===== src/seae_pkg.sv =====
package seae_pkg;

	localparam int SEAE_DATA_W = 32;
	localparam int SEAE_SYN_W  = 8;
	localparam int SEAE_VEC_W  = 20;

	// register byte offsets
	localparam logic [7:0] SEAE_OFF_SYNDROME = 8'h00;
	localparam logic [7:0] SEAE_OFF_CTRL     = 8'h04;
	localparam logic [7:0] SEAE_OFF_DBP_ADDR = 8'h08;
	localparam logic [7:0] SEAE_OFF_STATUS   = 8'h0C;

	// reset values
	localparam logic [31:0] SEAE_RST_WORD = 32'h0000_0000;
	localparam logic [1:0]  SEAE_RST_MODE = 2'h0;

	// data fault syndrome bit positions
	localparam int SEAE_SYN_DS_PROG   = 0;
	localparam int SEAE_SYN_NO_XLAT   = 1;
	localparam int SEAE_SYN_PROT      = 2;
	localparam int SEAE_SYN_DS_ATOMIC = 3;
	localparam int SEAE_SYN_DS_WT     = 4;
	localparam int SEAE_SYN_STORE     = 5;
	localparam int SEAE_SYN_DBP       = 6;
	localparam int SEAE_SYN_SEG_MISS  = 7;

	// ctrl register: breakpoint compare mode field
	localparam int SEAE_CTRL_MODE_LSB = 0;
	localparam logic [1:0] SEAE_MODE_OFF   = 2'h0;
	localparam logic [1:0] SEAE_MODE_READ  = 2'h1;
	localparam logic [1:0] SEAE_MODE_WRITE = 2'h2;
	localparam logic [1:0] SEAE_MODE_BOTH  = 2'h3;

	// status register field positions
	localparam int SEAE_STAT_VEC_LSB   = 0;
	localparam int SEAE_STAT_STATE_LSB = 20;
	localparam int SEAE_STAT_STOP      = 24;

	// exception vector offsets
	localparam logic [19:0] SEAE_VEC_DSI   = 20'h0_0300;
	localparam logic [19:0] SEAE_VEC_ISI   = 20'h0_0400;
	localparam logic [19:0] SEAE_VEC_EXT   = 20'h0_0500;
	localparam logic [19:0] SEAE_VEC_ALIGN = 20'h0_0600;

	typedef enum logic [2:0] {
		seae_op_other,
		seae_op_fp_ls,
		seae_op_multiple,
		seae_op_load_reserved,
		seae_op_store_cond,
		seae_op_ext_ctl,
		seae_op_string,
		seae_op_dcbz
	} seae_op_t;

	typedef enum logic [1:0] {
		seae_st_run,
		seae_st_drain,
		seae_st_release
	} seae_state_t;

	typedef struct packed {
		logic        valid;
		logic        is_store;
		seae_op_t    op;
		logic [31:0] addr;
		logic [1:0]  size_log2;
		logic        ds_prog_exc;
		logic        miss_primary;
		logic        miss_secondary;
		logic        miss_block;
		logic        prot_denied;
		logic        segment_direct_store_flag;
		logic        write_through;
		logic        cache_inhibited;
		logic        seg_table_miss;
	} seae_dacc_t;

	typedef struct packed {
		logic       valid;
		logic       xlat_fail;
		logic       direct_store_seg;
		logic       supervisor_key_bit;
		logic       user_key_bit;
		logic       problem_state;
		logic [1:0] page_protection_bits;
	} seae_fetch_t;

	typedef struct packed {
		logic little_endian;
		logic dcache_locked;
		logic dcache_disabled;
		logic dispatched_empty;
		logic external_irq_enable_bit;
	} seae_core_t;

endpackage


===== src/seae_exc.sv =====
// What this block does
// - data storage fault vectors 300, syndrome reports
// - syndrome bit for direct-store program exception
// - syndrome bit when all translations miss
// - syndrome bit when protection forbids access
// - flag set: external control/reserved ops flagged
// - flag set: external control to write-through
// - syndrome direction bit: store set, load clear
// - syndrome bit on breakpoint address match
// - syndrome bit on segment table miss
// - untranslatable fetch raises fetch fault, 400
// - fetch from direct-store segment faults
// - key and protection deny read: fault
// - interrupt pin raises external interrupt, 500
// - on interrupt stop dispatch, drain
// - dispatched instruction faults go first
// - unaligned word-class access raises alignment, 600
// - cache-zero to inhibited/write-through page faults
// - cache-zero with cache locked/disabled faults
// - little-endian unnatural alignment faults
// - multiple/string in little-endian faults
// - interrupt taken only while enable set
//
// The Wishbone register port and the register offsets are this design's own decisions.
`timescale 1ns/1ps

module seae_exc
	import seae_pkg::*;
(
	input  wire logic                   core_clk,
	input  wire logic                   reset,
	input  wire logic                   wb_cyc_i,
	input  wire logic                   wb_stb_i,
	input  wire logic                   wb_we_i,
	input  wire logic [7:0]             wb_adr_i,
	input  wire logic [3:0]             wb_sel_i,
	input  wire logic [31:0]            wb_dat_i,
	output logic      [31:0]            wb_dat_o,
	output logic                        wb_ack_o,
	input  wire seae_dacc_t             dacc,
	input  wire seae_fetch_t            fetch,
	input  wire seae_core_t             core,
	input  wire logic                   ext_irq,
	output logic                        stop_dispatch,
	output logic                        redirect_valid,
	output logic      [SEAE_VEC_W-1:0]  redirect_offset
);

	logic [SEAE_SYN_W-1:0]  syndrome;
	logic [1:0]             dbp_mode;
	logic [31:0]            dbp_addr;
	seae_state_t            state;
	logic                   pend_valid;
	logic [SEAE_VEC_W-1:0]  pend_vec;
	logic [SEAE_VEC_W-1:0]  last_vec;

	logic [SEAE_SYN_W-1:0]  next_syndrome;
	logic                   dfault;
	logic                   afault;
	logic                   ifault;
	logic                   irq_take;
	logic                   any_fault;
	logic                   word_class;
	logic                   ext_or_resv;
	logic                   key;
	logic [3:0]             nat_mask;
	logic                   dbp_hit;
	seae_state_t            next_state;
	logic                   wb_req;

	// data fault syndrome bits
	always_comb begin
		next_syndrome = '0;
		ext_or_resv = (dacc.op == seae_op_ext_ctl) || (dacc.op == seae_op_load_reserved) ||
			(dacc.op == seae_op_store_cond);
		dbp_hit = (dacc.addr[31:2] == dbp_addr[31:2]) && (dbp_mode != SEAE_MODE_OFF) &&
			((dbp_mode == SEAE_MODE_BOTH) || (dbp_mode == SEAE_MODE_WRITE && dacc.is_store) ||
			(dbp_mode == SEAE_MODE_READ && !dacc.is_store));
		next_syndrome[SEAE_SYN_DS_PROG] = dacc.ds_prog_exc;
		next_syndrome[SEAE_SYN_NO_XLAT] = dacc.miss_primary && dacc.miss_secondary && dacc.miss_block;
		next_syndrome[SEAE_SYN_PROT] = dacc.prot_denied;
		next_syndrome[SEAE_SYN_DS_ATOMIC] = dacc.segment_direct_store_flag && ext_or_resv;
		next_syndrome[SEAE_SYN_DS_WT] = dacc.segment_direct_store_flag && (dacc.op == seae_op_ext_ctl) &&
			dacc.write_through;
		next_syndrome[SEAE_SYN_DBP] = dbp_hit;
		next_syndrome[SEAE_SYN_SEG_MISS] = dacc.seg_table_miss;
		dfault = dacc.valid && (next_syndrome != '0);
		next_syndrome[SEAE_SYN_STORE] = dacc.is_store;
	end

	// alignment causes
	always_comb begin
		word_class = (dacc.op == seae_op_fp_ls) || (dacc.op == seae_op_multiple) ||
			(dacc.op == seae_op_load_reserved) || (dacc.op == seae_op_store_cond) ||
			(dacc.op == seae_op_ext_ctl);
		nat_mask = 4'((4'h1 << dacc.size_log2) - 4'h1);
		afault = 1'b0;
		if (word_class && (dacc.addr[1:0] != 2'h0)) begin
			afault = 1'b1;
		end
		if ((dacc.op == seae_op_dcbz) && (dacc.cache_inhibited || dacc.write_through)) begin
			afault = 1'b1;
		end
		if ((dacc.op == seae_op_dcbz) && (core.dcache_locked || core.dcache_disabled)) begin
			afault = 1'b1;
		end
		if (core.little_endian && ((dacc.addr[3:0] & nat_mask) != 4'h0)) begin
			afault = 1'b1;
		end
		if (core.little_endian && ((dacc.op == seae_op_multiple) || (dacc.op == seae_op_string))) begin
			afault = 1'b1;
		end
		afault = afault && dacc.valid;
	end

	// instruction fetch faults
	always_comb begin
		key = fetch.problem_state ? fetch.user_key_bit : fetch.supervisor_key_bit;
		ifault = fetch.valid && (fetch.xlat_fail || fetch.direct_store_seg ||
			(key && (fetch.page_protection_bits == 2'h0)));
	end

	assign any_fault = dfault || afault || ifault;

	assign irq_take = (state == seae_st_drain) && core.external_irq_enable_bit && ext_irq &&
		core.dispatched_empty && !any_fault && !pend_valid;

	always_comb begin
		next_state = state;
		case (state)
			seae_st_run: begin
				if (ext_irq && core.external_irq_enable_bit) begin
					next_state = seae_st_drain;
				end
			end
			seae_st_drain: begin
				if (irq_take) begin
					next_state = seae_st_release;
				end else if (!ext_irq || !core.external_irq_enable_bit) begin
					next_state = seae_st_run;
				end
			end
			seae_st_release: begin
				if (!ext_irq) begin
					next_state = seae_st_run;
				end
			end
			default: begin
				next_state = seae_st_run;
			end
		endcase
	end

	always_ff @(posedge core_clk or posedge reset) begin
		if (reset) begin
			state <= seae_st_run;
			stop_dispatch <= 1'b0;
		end else begin
			state <= next_state;
			stop_dispatch <= (next_state == seae_st_drain);
		end
	end

	always_ff @(posedge core_clk or posedge reset) begin
		if (reset) begin
			syndrome <= '0;
		end else if (dfault) begin
			syndrome <= next_syndrome;
		end
	end

	// fault selection, data first
	always_ff @(posedge core_clk or posedge reset) begin
		if (reset) begin
			pend_valid <= 1'b0;
			pend_vec <= '0;
		end else begin
			pend_valid <= any_fault || irq_take;
			if (dfault) begin
				pend_vec <= SEAE_VEC_DSI;
			end else if (afault) begin
				pend_vec <= SEAE_VEC_ALIGN;
			end else if (ifault) begin
				pend_vec <= SEAE_VEC_ISI;
			end else if (irq_take) begin
				pend_vec <= SEAE_VEC_EXT;
			end
		end
	end

	always_ff @(posedge core_clk or posedge reset) begin
		if (reset) begin
			redirect_valid <= 1'b0;
			redirect_offset <= '0;
			last_vec <= '0;
		end else begin
			redirect_valid <= pend_valid;
			if (pend_valid) begin
				redirect_offset <= pend_vec;
				last_vec <= pend_vec;
			end
		end
	end

	// wishbone slave, one wait state
	assign wb_req = wb_cyc_i && wb_stb_i && !wb_ack_o;

	always_ff @(posedge core_clk or posedge reset) begin
		if (reset) begin
			wb_ack_o <= 1'b0;
			wb_dat_o <= SEAE_RST_WORD;
		end else begin
			wb_ack_o <= wb_req;
			wb_dat_o <= SEAE_RST_WORD;
			if (wb_req && !wb_we_i) begin
				case (wb_adr_i)
					SEAE_OFF_SYNDROME: wb_dat_o <= {24'h00_0000, syndrome};
					SEAE_OFF_CTRL:     wb_dat_o <= {30'h0000_0000, dbp_mode};
					SEAE_OFF_DBP_ADDR: wb_dat_o <= dbp_addr;
					SEAE_OFF_STATUS:   wb_dat_o <= {7'h00, stop_dispatch, 2'h0, state, last_vec};
					default:           wb_dat_o <= SEAE_RST_WORD;
				endcase
			end
		end
	end

	always_ff @(posedge core_clk or posedge reset) begin
		if (reset) begin
			dbp_mode <= SEAE_RST_MODE;
			dbp_addr <= SEAE_RST_WORD;
		end else if (wb_req && wb_we_i) begin
			if (wb_adr_i == SEAE_OFF_CTRL && wb_sel_i[0]) begin
				dbp_mode <= wb_dat_i[SEAE_CTRL_MODE_LSB +: 2];
			end
			if (wb_adr_i == SEAE_OFF_DBP_ADDR) begin
				for (int b = 0; b < 4; b++) begin
					if (wb_sel_i[b]) begin
						dbp_addr[8*b +: 8] <= wb_dat_i[8*b +: 8];
					end
				end
			end
		end
	end
endmodule // seae_exc


===== config.mk =====
export PLATFORM = sky130hd
export DESIGN_NAME = seae_exc
export DESIGN_NICKNAME = d
export VERILOG_FILES = /design/src/seae_pkg.sv /design/src/seae_exc.sv
export SDC_FILE = /design/constraint.sdc
export NUM_CORES = 1
export LEC_CHECK = 0
export BUFFER_PORTS_ARGS = -buffer_cell sky130_fd_sc_hd__buf_4
export CAP_MARGIN = 20
export CORE_ASPECT_RATIO = 1.1
export CORE_MARGIN = 2
export CORE_UTILIZATION = 30
export CTS_CLUSTER_DIAMETER = 80
export DETAILED_ROUTE_END_ITERATION = 10
export SYNTH_ARGS = -nofsm -noshare
export SYNTH_HDL_FRONTEND = slang
export SYNTH_SLANG_ARGS = --single-unit

===== constraint.sdc =====
create_clock -name core_clk -period 2.85 [get_ports core_clk]
set_clock_uncertainty 0.15 [all_clocks]
set_input_delay 0.57 -clock core_clk [delete_from_list [all_inputs] [get_ports core_clk]]
set_output_delay 0.57 -clock core_clk [all_outputs]
set_load 0.005 [all_outputs]

=== Yosys cells after proc, flatten, opt, wreduce, memory -nomap -nowiden ===
Cells that the tools add are included.

* Bitwise gates (word level): 1
* Multiplexer cells: 17
* Add/sub/neg operators: 1
* Shifts and indexed selects: 1
* Eq/ne operators: 17
* Reduce and logical (&&, ||, !) cells: 66

{| class="wikitable"
|+ Operators with widths
! kind !! number
|-
| $pmux W32 S4 || 1
|-
| $mux W20 || 4
|-
| $mux W32 || 1
|-
| $eq A30 B30 Y1 || 1
|-
| $logic_and A1 B1 Y1 || 29
|-
| $logic_or A1 B1 Y1 || 17
|-
| $eq A8 B4 Y1 const B || 2
|-
| $eq A3 B3 Y1 const B || 4
|-
| $reduce_and A3 Y1 || 4
|-
| $eq A8 B3 Y1 const B || 1
|-
| $logic_not A8 Y1 || 1
|-
| $mux W2 || 4
|-
| $reduce_bool A4 Y1 || 2
|-
| $logic_not A1 Y1 || 7
|-
| $reduce_bool A7 Y1 || 1
|-
| $eq A2 B1 Y1 const B || 3
|-
| $eq A2 B2 Y1 const B || 3
|-
| $eq A3 B2 Y1 const B || 2
|-
| $mux W1 || 6
|-
| $pmux W2 S3 || 1
|-
| $and A4 B4 Y4 || 1
|-
| $logic_not A2 Y1 || 2
|-
| $reduce_bool A2 Y1 || 2
|-
| $shl A1 B2 Y4 const A || 1
|-
| 3 further kinds || 3
|}

* Bits in registers: 120
* Word-level logic and storage cells: 117
* Output and inout port bits: 55
* Input port bits: 111

=== Longest topological paths before layout ===
Gate-level depths: netlist of run 1.

* Depth after elaboration: 21
* Mapped depth: 9
* Mapped depth without buffers: 6

=== Worst setup path before layout of run 1 ===
Ideal clock, no wire load.

* Kind: input -> register
* Start: input wb_adr_i[5]
* End: register dbp_addr[0]
* Path buffers: 0
* Data arrival time: 1.934 ns
* Required time: 2.575 ns
* Setup time: 0.125 ns
* Setup slack: 0.641 ns
* Stages on the path: 6
* Cell sequence: nor4_2 nand2_1 nor3_4 nand2_1 nor2_2 mux2_2

* Longest elaborated chain between the ends: 2

{| class="wikitable"
|+ Ends and longest elaborated chain
! item !! line !! text
|-
| start: declaration || seae_exc.sv:35 || <nowiki>input wire logic [7:0] wb_adr_i,</nowiki>
|-
| $eq A8 B4 Y1 || seae_exc.sv:235 || <nowiki>if (wb_adr_i == SEAE_OFF_DBP_ADDR) begin</nowiki>
|-
| $reduce_and A3 Y1 (no line) || n/a ||
|-
| end signal: indexed assignment || seae_exc.sv:238 || <nowiki>dbp_addr[8*b +: 8] <= wb_dat_i[8*b +: 8];</nowiki>
|-
| end: declaration || seae_exc.sv:51 || <nowiki>logic [31:0] dbp_addr;</nowiki>
|}

No other way between the ends.
A chain may end at the register's enable or synchronous reset.

=== Worst setup path in the final report of run 1 ===
* Start: register dbp_addr[9]
* End: register syndrome[0]

* Longest elaborated chain between the ends: 5

{| class="wikitable"
|+ Ends and longest elaborated chain
! item !! line !! text
|-
| $eq A30 B30 Y1 || seae_exc.sv:76 || <nowiki>dbp_hit = (dacc.addr[31:2] == dbp_addr[31:2]) && (dbp_mode != SEAE_MODE_OFF) &&</nowiki>
|-
| $logic_and A1 B1 Y1 (2 in a row) || seae_exc.sv:76 ||
|-
| $reduce_bool A7 Y1 || seae_exc.sv:87 || <nowiki>dfault = dacc.valid && (next_syndrome != '0);</nowiki>
|-
| $logic_and A1 B1 Y1 || seae_exc.sv:87 ||
|-
| end signal: assignment || seae_exc.sv:168 || <nowiki>syndrome <= next_syndrome;</nowiki>
|-
| end: declaration || seae_exc.sv:49 || <nowiki>logic [SEAE_SYN_W-1:0] syndrome;</nowiki>
|}

No other way between the ends.

==> impl_metrics.tcl, run 1 <==
set metrics [dict create \
    synth_edf_count 0 \
    drtIter0Drc 94 \
    layout.nets 583 \
    power_density_mw_per_mm2 502 \
    viasPerCell 4.55 \
    synth_warnings 0 \
    synthCells 315 \
    critPathKind "register to register" \
    relSlewSlack 0.600 \
    grt_max_degree 87 \
    dr.pass1.iters 4 \
    drive_gt1_frac 0.461 \
    hpwl_mm 7.88 \
    coreArea_mm2 0.0126 \
    clk_pin_slew_ps 60 \
    grt_pass1_wl_mm 15.7 \
    syn_area_mm2 0.00386 \
    die_w_um 112 \
    required_ps 2920 \
    io_pins 166 \
    initial_core_util 0.307 \
    timing.fmax_ghz 0.390 \
    busiest_layer "met2" \
    ctsResizeCount 0 \
    register_area_mm2 0.00215 \
    use_met3 0.0485 \
    synthArstFlopShare 1.00 \
    grtUsageMet2 0.239 \
    hold_violations 0 \
    maxCapViolations 0 \
    min_period_over_period 0.899 \
    multiInputGateArea_mm2 0.00158 \
    ctsHoldBuffers 0 \
    path_common_cell "nand4_1" \
    instances_no_fill 634 \
    die-area_mm2 0.0138 \
    crit_path_top_delay_cell "nor4_1" \
    start_kind "register" \
    synthDistinctLibCells 39 \
    dp.cells 618 \
    track_usage 0.148 \
    overflow 0 \
    hp-class "input port to asynchronous set/reset pin" \
    cp-end-kind "register" \
    worstPathCellList "xnor2_1, nand4_1, nor4_1, nand4_1, and2_1, mux2_4" \
    drt_wl_total_mm 10.2 \
    post-cts-setup-buffers 0 \
    die_y_um 123 \
    slew_viol_final 0 \
    setup_viol 0 \
    critPathArrivalTime_ps 2630 \
    port_buffers 148 \
    total_leakage_power_nw 2.72 \
    gp_congestion 0.826 \
    grt_use_met1 0.186 \
    final.min_clock_period_ps 2560 \
    syn_avg_cell_area_um2 12.3 \
    ant_nets 0 \
    grt_pass1_vias 2941 \
    placementRows 43 \
    vias 2884 \
    tns_ps 0 \
    clk_path_buf_depth 2 \
    n_fill_cell 1249 \
    numClockSinks 86 \
    worst_pin_slew_ps 599 \
    synth_seq_cells 86 \
    path_max_fanout 14 \
    vdd_drop_max_mv 0.280 \
    rsz0062_at_grt "no" \
    diodes 0 \
    synth_ff_type "dfrtp_1" \
    tritoncts "yes" \
    area_growth_pct 40.3 \
    seq_area_frac_synth 0.557 \
    routedWlPerCell_um 16.1 \
    clock_latency_ps 330 \
    drc 0 \
    cts_buffers 9 \
    root_buffer "clkbuf_16" \
    cpPeakStageDelay_ps 470 \
    outcome "finished, final reports clean" \
    htree_levels 3 \
    antenna_found_initial 0 \
]
logic make-up (layout without fill, tap and decap cells):
logic type,Yosys count,count (layout),synth area share
mux,47,47,0.136
buf+inv,29,175,0.0499
xor+xnor,30,30,0.0680
other cells,1,17,0.000971
simple gates,89,89,0.130
flops,86,86,0.557
compound gates,33,33,0.0580
routing by layer:
layer | wire (um) | vias up
li1 | - | 1372
met1 | 4220 | 1378
met2 | 5000 | 122
met3 | 814 | 12
met4 | 144 | 0
met5 | 0 | -
cells in the final DEF, fill, tap and decap left out, types with 5 or more instances in the layout:
master and instances:
a22oi_1 12, clkbuf_16 9, a21oi_1 8, xor2_1 7
conb_1 17, dfrtp_1 86, buf_4 153, nand2_1 12
mux2i_1 5, mux2_2 41, nand4_1 10, and2_1 19
nor2_1 23, xnor2_1 23
metrics by stage:
stage	setup WS, ps	instance area, um2	hold WS (ps)	utilization	power (mW)
after floorplan	641	3930	298	-	1.41
after global placement	52.7	5120	337	0.407	1.56
after detailed placement	-38.3	5120	340	0.407	1.57
after CTS	241	5420	238	0.431	2.76
after global routing	124	5420	258	0.431	2.85
final	288	5420	229	0.431	2.72
cell usage after synthesis, types with 3 or more instances:
| cell type | instances | area (um2) |
|---|---|---|
| mux2_2 | 41 | 462 |
| nand4_1 | 10 | 62.6 |
| nand2_4 | 3 | 33.8 |
| o21ai_0 | 4 | 20.0 |
| inv_1 | 5 | 18.8 |
| mux2i_1 | 5 | 50.1 |
| o31ai_1 | 3 | 22.5 |
| buf_4 | 17 | 128 |
| and3_1 | 4 | 25.0 |
| nor2_1 | 23 | 86.3 |
| nor4_1 | 4 | 25.0 |
| dfrtp_1 | 86 | 2150 |
| a22oi_1 | 12 | 90.1 |
| clkbuf_1 | 4 | 15.0 |
| and2_1 | 19 | 119 |
| xnor2_1 | 23 | 201 |
| nor3_1 | 3 | 15.0 |
| a21oi_1 | 8 | 40.0 |
| nand2_1 | 12 | 45.0 |
| xor2_1 | 7 | 61.3 |
layout make-up:
type	instances	share of cell area
flip-flops and latches	86	0.397
multi-input cells	216	0.291
repair buffers	154	0.216
clock buffers	13	0.0480
well taps	157	0.0362
clock inverters	3	0.00785
inverters	5	0.00415
path summary, 6_finish.rpt:
check / slack [ps] / endpoint / start / cells past startpoint
worst max-delay path: 290 / syndrome[0]$_DFFE_PP0P_ / dbp_addr[9]$_DFFE_PP0P_ / 6
worst min-delay path: 230 / wb_dat_o[0]$_DFF_PP0_ / reset / 3
worst max register to register: 290 / syndrome[0]$_DFFE_PP0P_ / dbp_addr[9]$_DFFE_PP0P_ / 6
worst min register to register: 340 / syndrome[3]$_DFFE_PP0P_ / syndrome[3]$_DFFE_PP0P_ / 1
max in group asynchronous: 1980 / wb_dat_o[14]$_DFF_PP0_ / reset / 3
min in group core_clk: 320 / dbp_addr[22]$_DFFE_PP0P_ / wb_dat_i[22] / 2
critical path, delay by kind of cell (launching register included):
family / cells / cell delay, ps
xor gates and xnor gates: 1 / 190
DFF: 1 / 400
muxes: 1 / 370
and+or+nand+nor: 4 / 1340
power breakdown:
part | total, mW | internal, mW | switching, mW | leakage [nW]
clock network | 1.18 | 0.726 | 0.456 | 0.146
registers | 1.27 | 1.25 | 0.0223 | 1.16
logic | 0.270 | 0.159 | 0.111 | 1.42
total | 2.72 | 2.13 | 0.589 | 2.72
registers in the layout, indices dropped and copies added, names as in the netlist:
| signal | cells |
|---|---|
| stop_dispatch | 1 |
| wb_dat_o | 32 |
| syndrome | 8 |
| state | 2 |
| last_vec | 3 |
| pend_vec | 3 |
| dbp_addr | 32 |
| pend_valid | 1 |
| redirect_valid | 1 |
| dbp_mode | 2 |
| wb_ack_o | 1 |
No activity file was read; power rests on OpenSTA's default activity.
==> run 2: changes to the inputs <==
--- a/config.mk
+++ b/config.mk
@@ -9,9 +9,11 @@
 export CAP_MARGIN = 20
 export CORE_ASPECT_RATIO = 1.1
 export CORE_MARGIN = 2
-export CORE_UTILIZATION = 30
+export CORE_UTILIZATION = 43
 export CTS_CLUSTER_DIAMETER = 80
 export DETAILED_ROUTE_END_ITERATION = 10
+export MAX_ROUTING_LAYER = met4
+export PLACE_DENSITY = 0.76
 export SYNTH_ARGS = -nofsm -noshare
 export SYNTH_HDL_FRONTEND = slang
 export SYNTH_SLANG_ARGS = --single-unit
==> constraint.sdc (replaced) <==
create_clock -name core_clk -period 2.85 [get_ports core_clk]
set_clock_uncertainty 0.15 [all_clocks]
set_input_delay 0.285 -clock core_clk [delete_from_list [all_inputs] [get_ports core_clk]]
set_output_delay 0.285 -clock core_clk [all_outputs]
set_load 0.005 [all_outputs]
==> impl_metrics.tcl, run 2 (synthesis results as in run 1) <==
set metrics [dict create \
    root_buffer "clkbuf_8" \
    area_growth_pct 36.5 \
    place_ws_ps 382 \
    numClockSinks 86 \
    start_kind "register" \
    ant_nets 0 \
    holdPathEnd "dbp_addr[20]$_DFFE_PP0P_" \
    track_usage 0.205 \
    maxCapViolations 0 \
    clk_path_buf_depth 2 \
    setup_ws_ps 511 \
    dp.cells 571 \
    hp-class "input port to register" \
    diodes 0 \
    path_common_cell "nand4_1" \
    drive_gt1_frac 0.460 \
    placementRows 36 \
    rsz0062_at_grt "no" \
    path_max_fanout 14 \
    tns_ps 0 \
    n_fill_cell 781 \
    rr_endpoint "syndrome[0]$_DFFE_PP0P_" \
    ctsResizeCount 0 \
    initial_core_util 0.440 \
    relSlewSlack 0.527 \
    power_density_mw_per_mm2 473 \
    dr.pass1.iters 4 \
    vias 2872 \
    die_y_um 103 \
    hpwl_mm 7.51 \
    hold_depth 2 \
    total_leakage_power_nw 2.68 \
    timing.fmax_ghz 0.427 \
    required_ps 2920 \
    die_w_um 94.4 \
    setup_viol 0 \
    die-area_mm2 0.00976 \
    antenna_found_initial 0 \
    layout_common_cells "buf_4, dfrtp_1, mux2_2" \
    viasPerCell 4.88 \
    drtIter0Drc 128 \
    grt_max_degree 53 \
    cp-end-kind "register" \
    htree_levels 3 \
    drc 0 \
    overflow 0 \
    io_pins 166 \
    cpPeakStageDelay_ps 430 \
    grt_pass1_wl_mm 14.4 \
    hold_start "wb_dat_i[20]" \
    post-cts-setup-buffers 0 \
    clk_pin_slew_ps 80 \
    grt_pass1_vias 2875 \
    ff2ff_path_depth 6 \
    cts_buffers 9 \
    coreArea_mm2 0.00878 \
    tritoncts "yes" \
    hold_violations 0 \
    vdd_drop_max_mv 0.248 \
    gp_congestion 0.833 \
    multiInputGateArea_mm2 0.00158 \
    slew_viol_final 0 \
    reg_top3 "dbp_addr (32), wb_dat_o (32), syndrome (8)" \
    r2r_setup_slack_ps 510 \
    final_common_cell "buf_4" \
    routedWlPerCell_um 16.2 \
    instances_no_fill 588 \
    critPathArrivalTime_ps 2410 \
    layout.nets 580 \
    critPathKind "register to register" \
    register_area_mm2 0.00215 \
    worstPathCellList "xnor2_1, nand4_1, nor4_1, nand4_1, and2_1, mux2_4" \
    reg2reg_from "dbp_addr[7]$_DFFE_PP0P_" \
    crit_path_top_delay_cell "dfrtp_1" \
    min_period_over_period 0.821 \
    drt_wl_total_mm 9.50 \
    worst_pin_slew_ps 704 \
    hold-worst-slack_ps 23.5 \
    clock_latency_ps 340 \
    final.min_clock_period_ps 2340 \
    port_buffers 148 \
    outcome "finished, final reports clean" \
]
run 2: changes by cell type in the layout (fill, tap and decap cells not counted):
cell	change
bufinv_16	+1
clkbuf_1	-2
clkinv_4	+1
clkbuf_8	+9
clkbuf_16	-9
buf_4	-4
clkinvlp_4	-1
clkinv_2	+1
dlygate4sd3_1	+1
run 2: layer usage:
layer,routed length (um),share of wire,up-vias,GRT usage
li1,-,-,1369,-
met1,3880,0.41,1375,0.259
met2,4880,0.51,117,0.333
met3,589,0.062,11,0.0399
met4,152,0.016,0,0.0702
met5,0,0,-,-
run 2: cell type report:
cell class              instances  share of cell area
clock buffers                  11              0.0287
clock inverters                 5              0.0154
inverters                       5             0.00380
multi-input cells             216               0.299
flip-flops and latches         86               0.408
well taps                     114              0.0270
repair buffers                151               0.218
run 2: power by group:
part	leakage [nW]	internal [mW]	switching, mW
combinational	1.40	0.160	0.109
clock	0.116	0.542	0.416
sequential	1.16	1.25	0.0214
total	2.68	1.95	0.547
run 2: worst max-delay path, delay by kind of cell (launching register included):
| family | cells | cell delay (ps) |
|---|---|---|
| AND/OR/NAND/NOR | 4 | 1120 |
| flip-flops | 1 | 430 |
| multiplexers | 1 | 370 |
| XOR/XNOR | 1 | 160 |
run 2: metrics by stage:
stage / cell area, um2 / util / total power, mW
2_1_floorplan: 3920 / - / 1.41
3_3_place_gp: 5030 / 0.573 / 1.56
3_5_place_dp: 5030 / 0.573 / 1.56
4_1_cts: 5280 / 0.601 / 2.52
5_1_grt: 5280 / 0.601 / 2.61
6_report: 5280 / 0.601 / 2.50
run 2: worst max-delay path by stage:
stage                             from                       to
2_1_floorplan                    reset  dbp_addr[0]$_DFFE_PP0P_
3_3_place_gp                   dacc[5]  syndrome[7]$_DFFE_PP0P_
3_5_place_dp                   dacc[5]  syndrome[1]$_DFFE_PP0P_
4_1_cts        dbp_addr[7]$_DFFE_PP0P_  syndrome[0]$_DFFE_PP0P_
5_1_grt        dbp_addr[9]$_DFFE_PP0P_  syndrome[0]$_DFFE_PP0P_
6_report       dbp_addr[7]$_DFFE_PP0P_  syndrome[0]$_DFFE_PP0P_
run 2: timing repair:
item,in CTS,in global routing
endpoints found under the hold margin,34,0
endpoints found under the setup margin,0,0
hold buffers,1,0
==> run 3: changes to the inputs <==
--- a/config.mk
+++ b/config.mk
@@ -5,15 +5,16 @@
 export SDC_FILE = /design/constraint.sdc
 export NUM_CORES = 1
 export LEC_CHECK = 0
+export ABC_AREA = 1
 export BUFFER_PORTS_ARGS = -buffer_cell sky130_fd_sc_hd__buf_4
 export CAP_MARGIN = 20
 export CORE_ASPECT_RATIO = 1.1
 export CORE_MARGIN = 2
-export CORE_UTILIZATION = 43
+export CORE_UTILIZATION = 50
 export CTS_CLUSTER_DIAMETER = 80
 export DETAILED_ROUTE_END_ITERATION = 10
 export MAX_ROUTING_LAYER = met4
-export PLACE_DENSITY = 0.76
+export PLACE_DENSITY = 0.8
 export SYNTH_ARGS = -nofsm -noshare
 export SYNTH_HDL_FRONTEND = slang
 export SYNTH_SLANG_ARGS = --single-unit
==> constraint.sdc (replaced) <==
create_clock -name core_clk -period 2.4 [get_ports core_clk]
set_clock_uncertainty 0.15 [all_clocks]
set_input_delay 0.24 -clock core_clk [delete_from_list [all_inputs] [get_ports core_clk]]
set_output_delay 0.24 -clock core_clk [all_outputs]
set_load 0.005 [all_outputs]
==> impl_metrics.tcl, run 3 <==
set metrics [dict create \
    outcome "finished, final reports clean" \
    cp-end-kind "register" \
    drt_wl_total_mm 12.7 \
    synth_top_area_share 0.469 \
    critPathKind "input port to register" \
    dr.pass1.iters 5 \
    antenna_found_initial 0 \
    post-cts-setup-buffers 0 \
    initial_core_util 0.517 \
    start_kind "input port" \
    die_y_um 104 \
    clock_latency_ps 360 \
    power_density_mw_per_mm2 489 \
    placementRows 36 \
    fin_util 0.708 \
    total_leakage_power_nw 3.46 \
    critPathArrivalTime_ps 2340 \
    multiInputGateArea_mm2 0.00182 \
    grt_pass1_vias 4437 \
    gp_congestion 0.902 \
    drc 0 \
    place_ws_ps 204 \
    htree_levels 3 \
    hpwl_mm 9.58 \
    final.min_clock_period_ps 2230 \
    slew_viol_final 0 \
    yosysMostFrequentCell "nand2_1" \
    cts_buffers 9 \
    numClockSinks 86 \
    die_w_um 95.3 \
    routedWlPerCell_um 13.8 \
    setup_ws_ps 167 \
    final_common_cell "nand2_1" \
    io_pins 166 \
    port_buffers 148 \
    vias 4443 \
    syn_avg_cell_area_um2 7.44 \
    hp-class "input port to register" \
    hold-worst-slack_ps 12.1 \
    instances_no_fill 921 \
    synth_ff_type "dfrtp_1" \
    hold_violations 0 \
    n_fill_cell 707 \
    clk_pin_slew_ps 80 \
    relSlewSlack 0.497 \
    viasPerCell 4.82 \
    reg_top3 "dbp_addr (32), wb_dat_o (32), syndrome (8)" \
    vdd_drop_max_mv 0.285 \
    path_max_fanout 13 \
    maxCapViolations 0 \
    min_period_over_period 0.931 \
    ctsResizeCount 0 \
    tns_ps 0 \
    synth_top_cell_by_area "dfrtp_1" \
    layout.nets 913 \
    area_growth_pct 36.9 \
    track_usage 0.270 \
    clk_path_buf_depth 2 \
    drive_gt1_frac 0.252 \
    synth_edf_count 0 \
    synth_warnings 0 \
    ant_nets 0 \
    required_ps 2500 \
    register_area_mm2 0.00215 \
    overflow 0 \
    synthArstFlopShare 1.00 \
    grt_max_degree 37 \
    rsz0062_at_grt "no" \
    worst_pin_slew_ps 752 \
    synthCells 617 \
    synth_common_cells "nand2_1, inv_1, dfrtp_1, nor2_1, o21ai_2" \
    grt_pass1_wl_mm 20.2 \
    coreArea_mm2 0.00887 \
    setup_viol 0 \
    seq_area_frac_synth 0.469 \
    root_buffer "clkbuf_8" \
    diodes 0 \
    synth_seq_cells 86 \
    die-area_mm2 0.00996 \
    synthDistinctLibCells 33 \
    syn_area_mm2 0.00459 \
    drtIter0Drc 325 \
    timing.fmax_ghz 0.448 \
    yosys-top-cells-area "dfrtp_1, nand2_1, inv_1, o21ai_2, nor2_1" \
    tritoncts "yes" \
    layout_common_cells "nand2_1, buf_4, inv_1" \
    dp.cells 874 \
]
-- run 3: through the flow --
stage          total power, mW  instance area [um2]
3_3_place_gp              1.90                 5750
3_5_place_dp              1.92                 5750
4_1_cts                   3.08                 6280
5_1_grt                   3.18                 6280
6_report                  3.07                 6280
2_1_floorplan             1.71                 4650
-- run 3: per-layer routing --
metal,up-vias,GRT usage,part of all wire
li1,2190,-,-
met5,-,-,0
met1,2051,0.340,0.42
met2,181,0.442,0.50
met3,21,0.0486,0.063
met4,0,0.0766,0.017
-- run 3: layout make-up --
type / count / area share
flip-flops and latches: 86 / 0.343
clock buffers: 11 / 0.0225
multi-input cells: 393 / 0.290
repair buffers: 184 / 0.232
inverters: 128 / 0.0771
clock inverters: 5 / 0.0131
well taps: 114 / 0.0227
-- run 3: logic make-up (layout without fill, tap and decap cells) --
| family | count (synthesis) | count (layout) | share of synthesized area |
|---|---|---|---|
| XOR/XNOR | 2 | 2 | 0.00382 |
| flip-flops | 86 | 86 | 0.469 |
| buffers and inverters | 154 | 328 | 0.147 |
| AO/OA/AOI/OAI | 61 | 61 | 0.0881 |
| other | 1 | 17 | 0.000817 |
| AND/OR/NAND/NOR | 312 | 312 | 0.289 |
| multiplexers | 1 | 1 | 0.00245 |
-- run 3: worst max-delay path: stages --
cell           delay, ps
dlygate4sd3_1        540
buf_4                140
nor3_1               210
nand3_1              100
nand2_1               70
nand2_1               70
nor2_1               600
nand3_1              200
nand2_1              120
inv_1                 50
-- run 3: power by group --
| group | internal [mW] | total (mW) | leakage [nW] | switching [mW] |
|---|---|---|---|---|
| Sequential | 1.48 | 1.51 | 1.13 | 0.0245 |
| Clock | 0.617 | 1.14 | 0.113 | 0.523 |
| Combinational | 0.220 | 0.427 | 2.22 | 0.208 |
| Total | 2.32 | 3.07 | 3.46 | 0.755 |
-- run 3: final timing paths --
| path | from | to | slack, ps | depth (start not counted) |
|---|---|---|---|---|
| setup / recovery | dacc[8] | state[0]$_DFF_PP0_ | 170 | 10 |
| hold / removal | wb_dat_i[16] | dbp_addr[16]$_DFFE_PP0P_ | 10 | 3 |
| setup reg to reg | dbp_addr[9]$_DFFE_PP0P_ | state[0]$_DFF_PP0_ | 280 | 12 |
| hold reg to reg | syndrome[0]$_DFFE_PP0P_ | syndrome[0]$_DFFE_PP0P_ | 330 | 2 |
| max in group asynchronous | reset | dbp_addr[31]$_DFFE_PP0P_ | 1020 | 4 |
| min in group asynchronous | reset | wb_dat_o[6]$_DFF_PP0_ | 290 | 3 |
-- run 3: what timing repair did --
action	CTS	global route
hold endpoints to repair	47	0
hold buffers	31	0
endpoints found under the setup margin	0	0
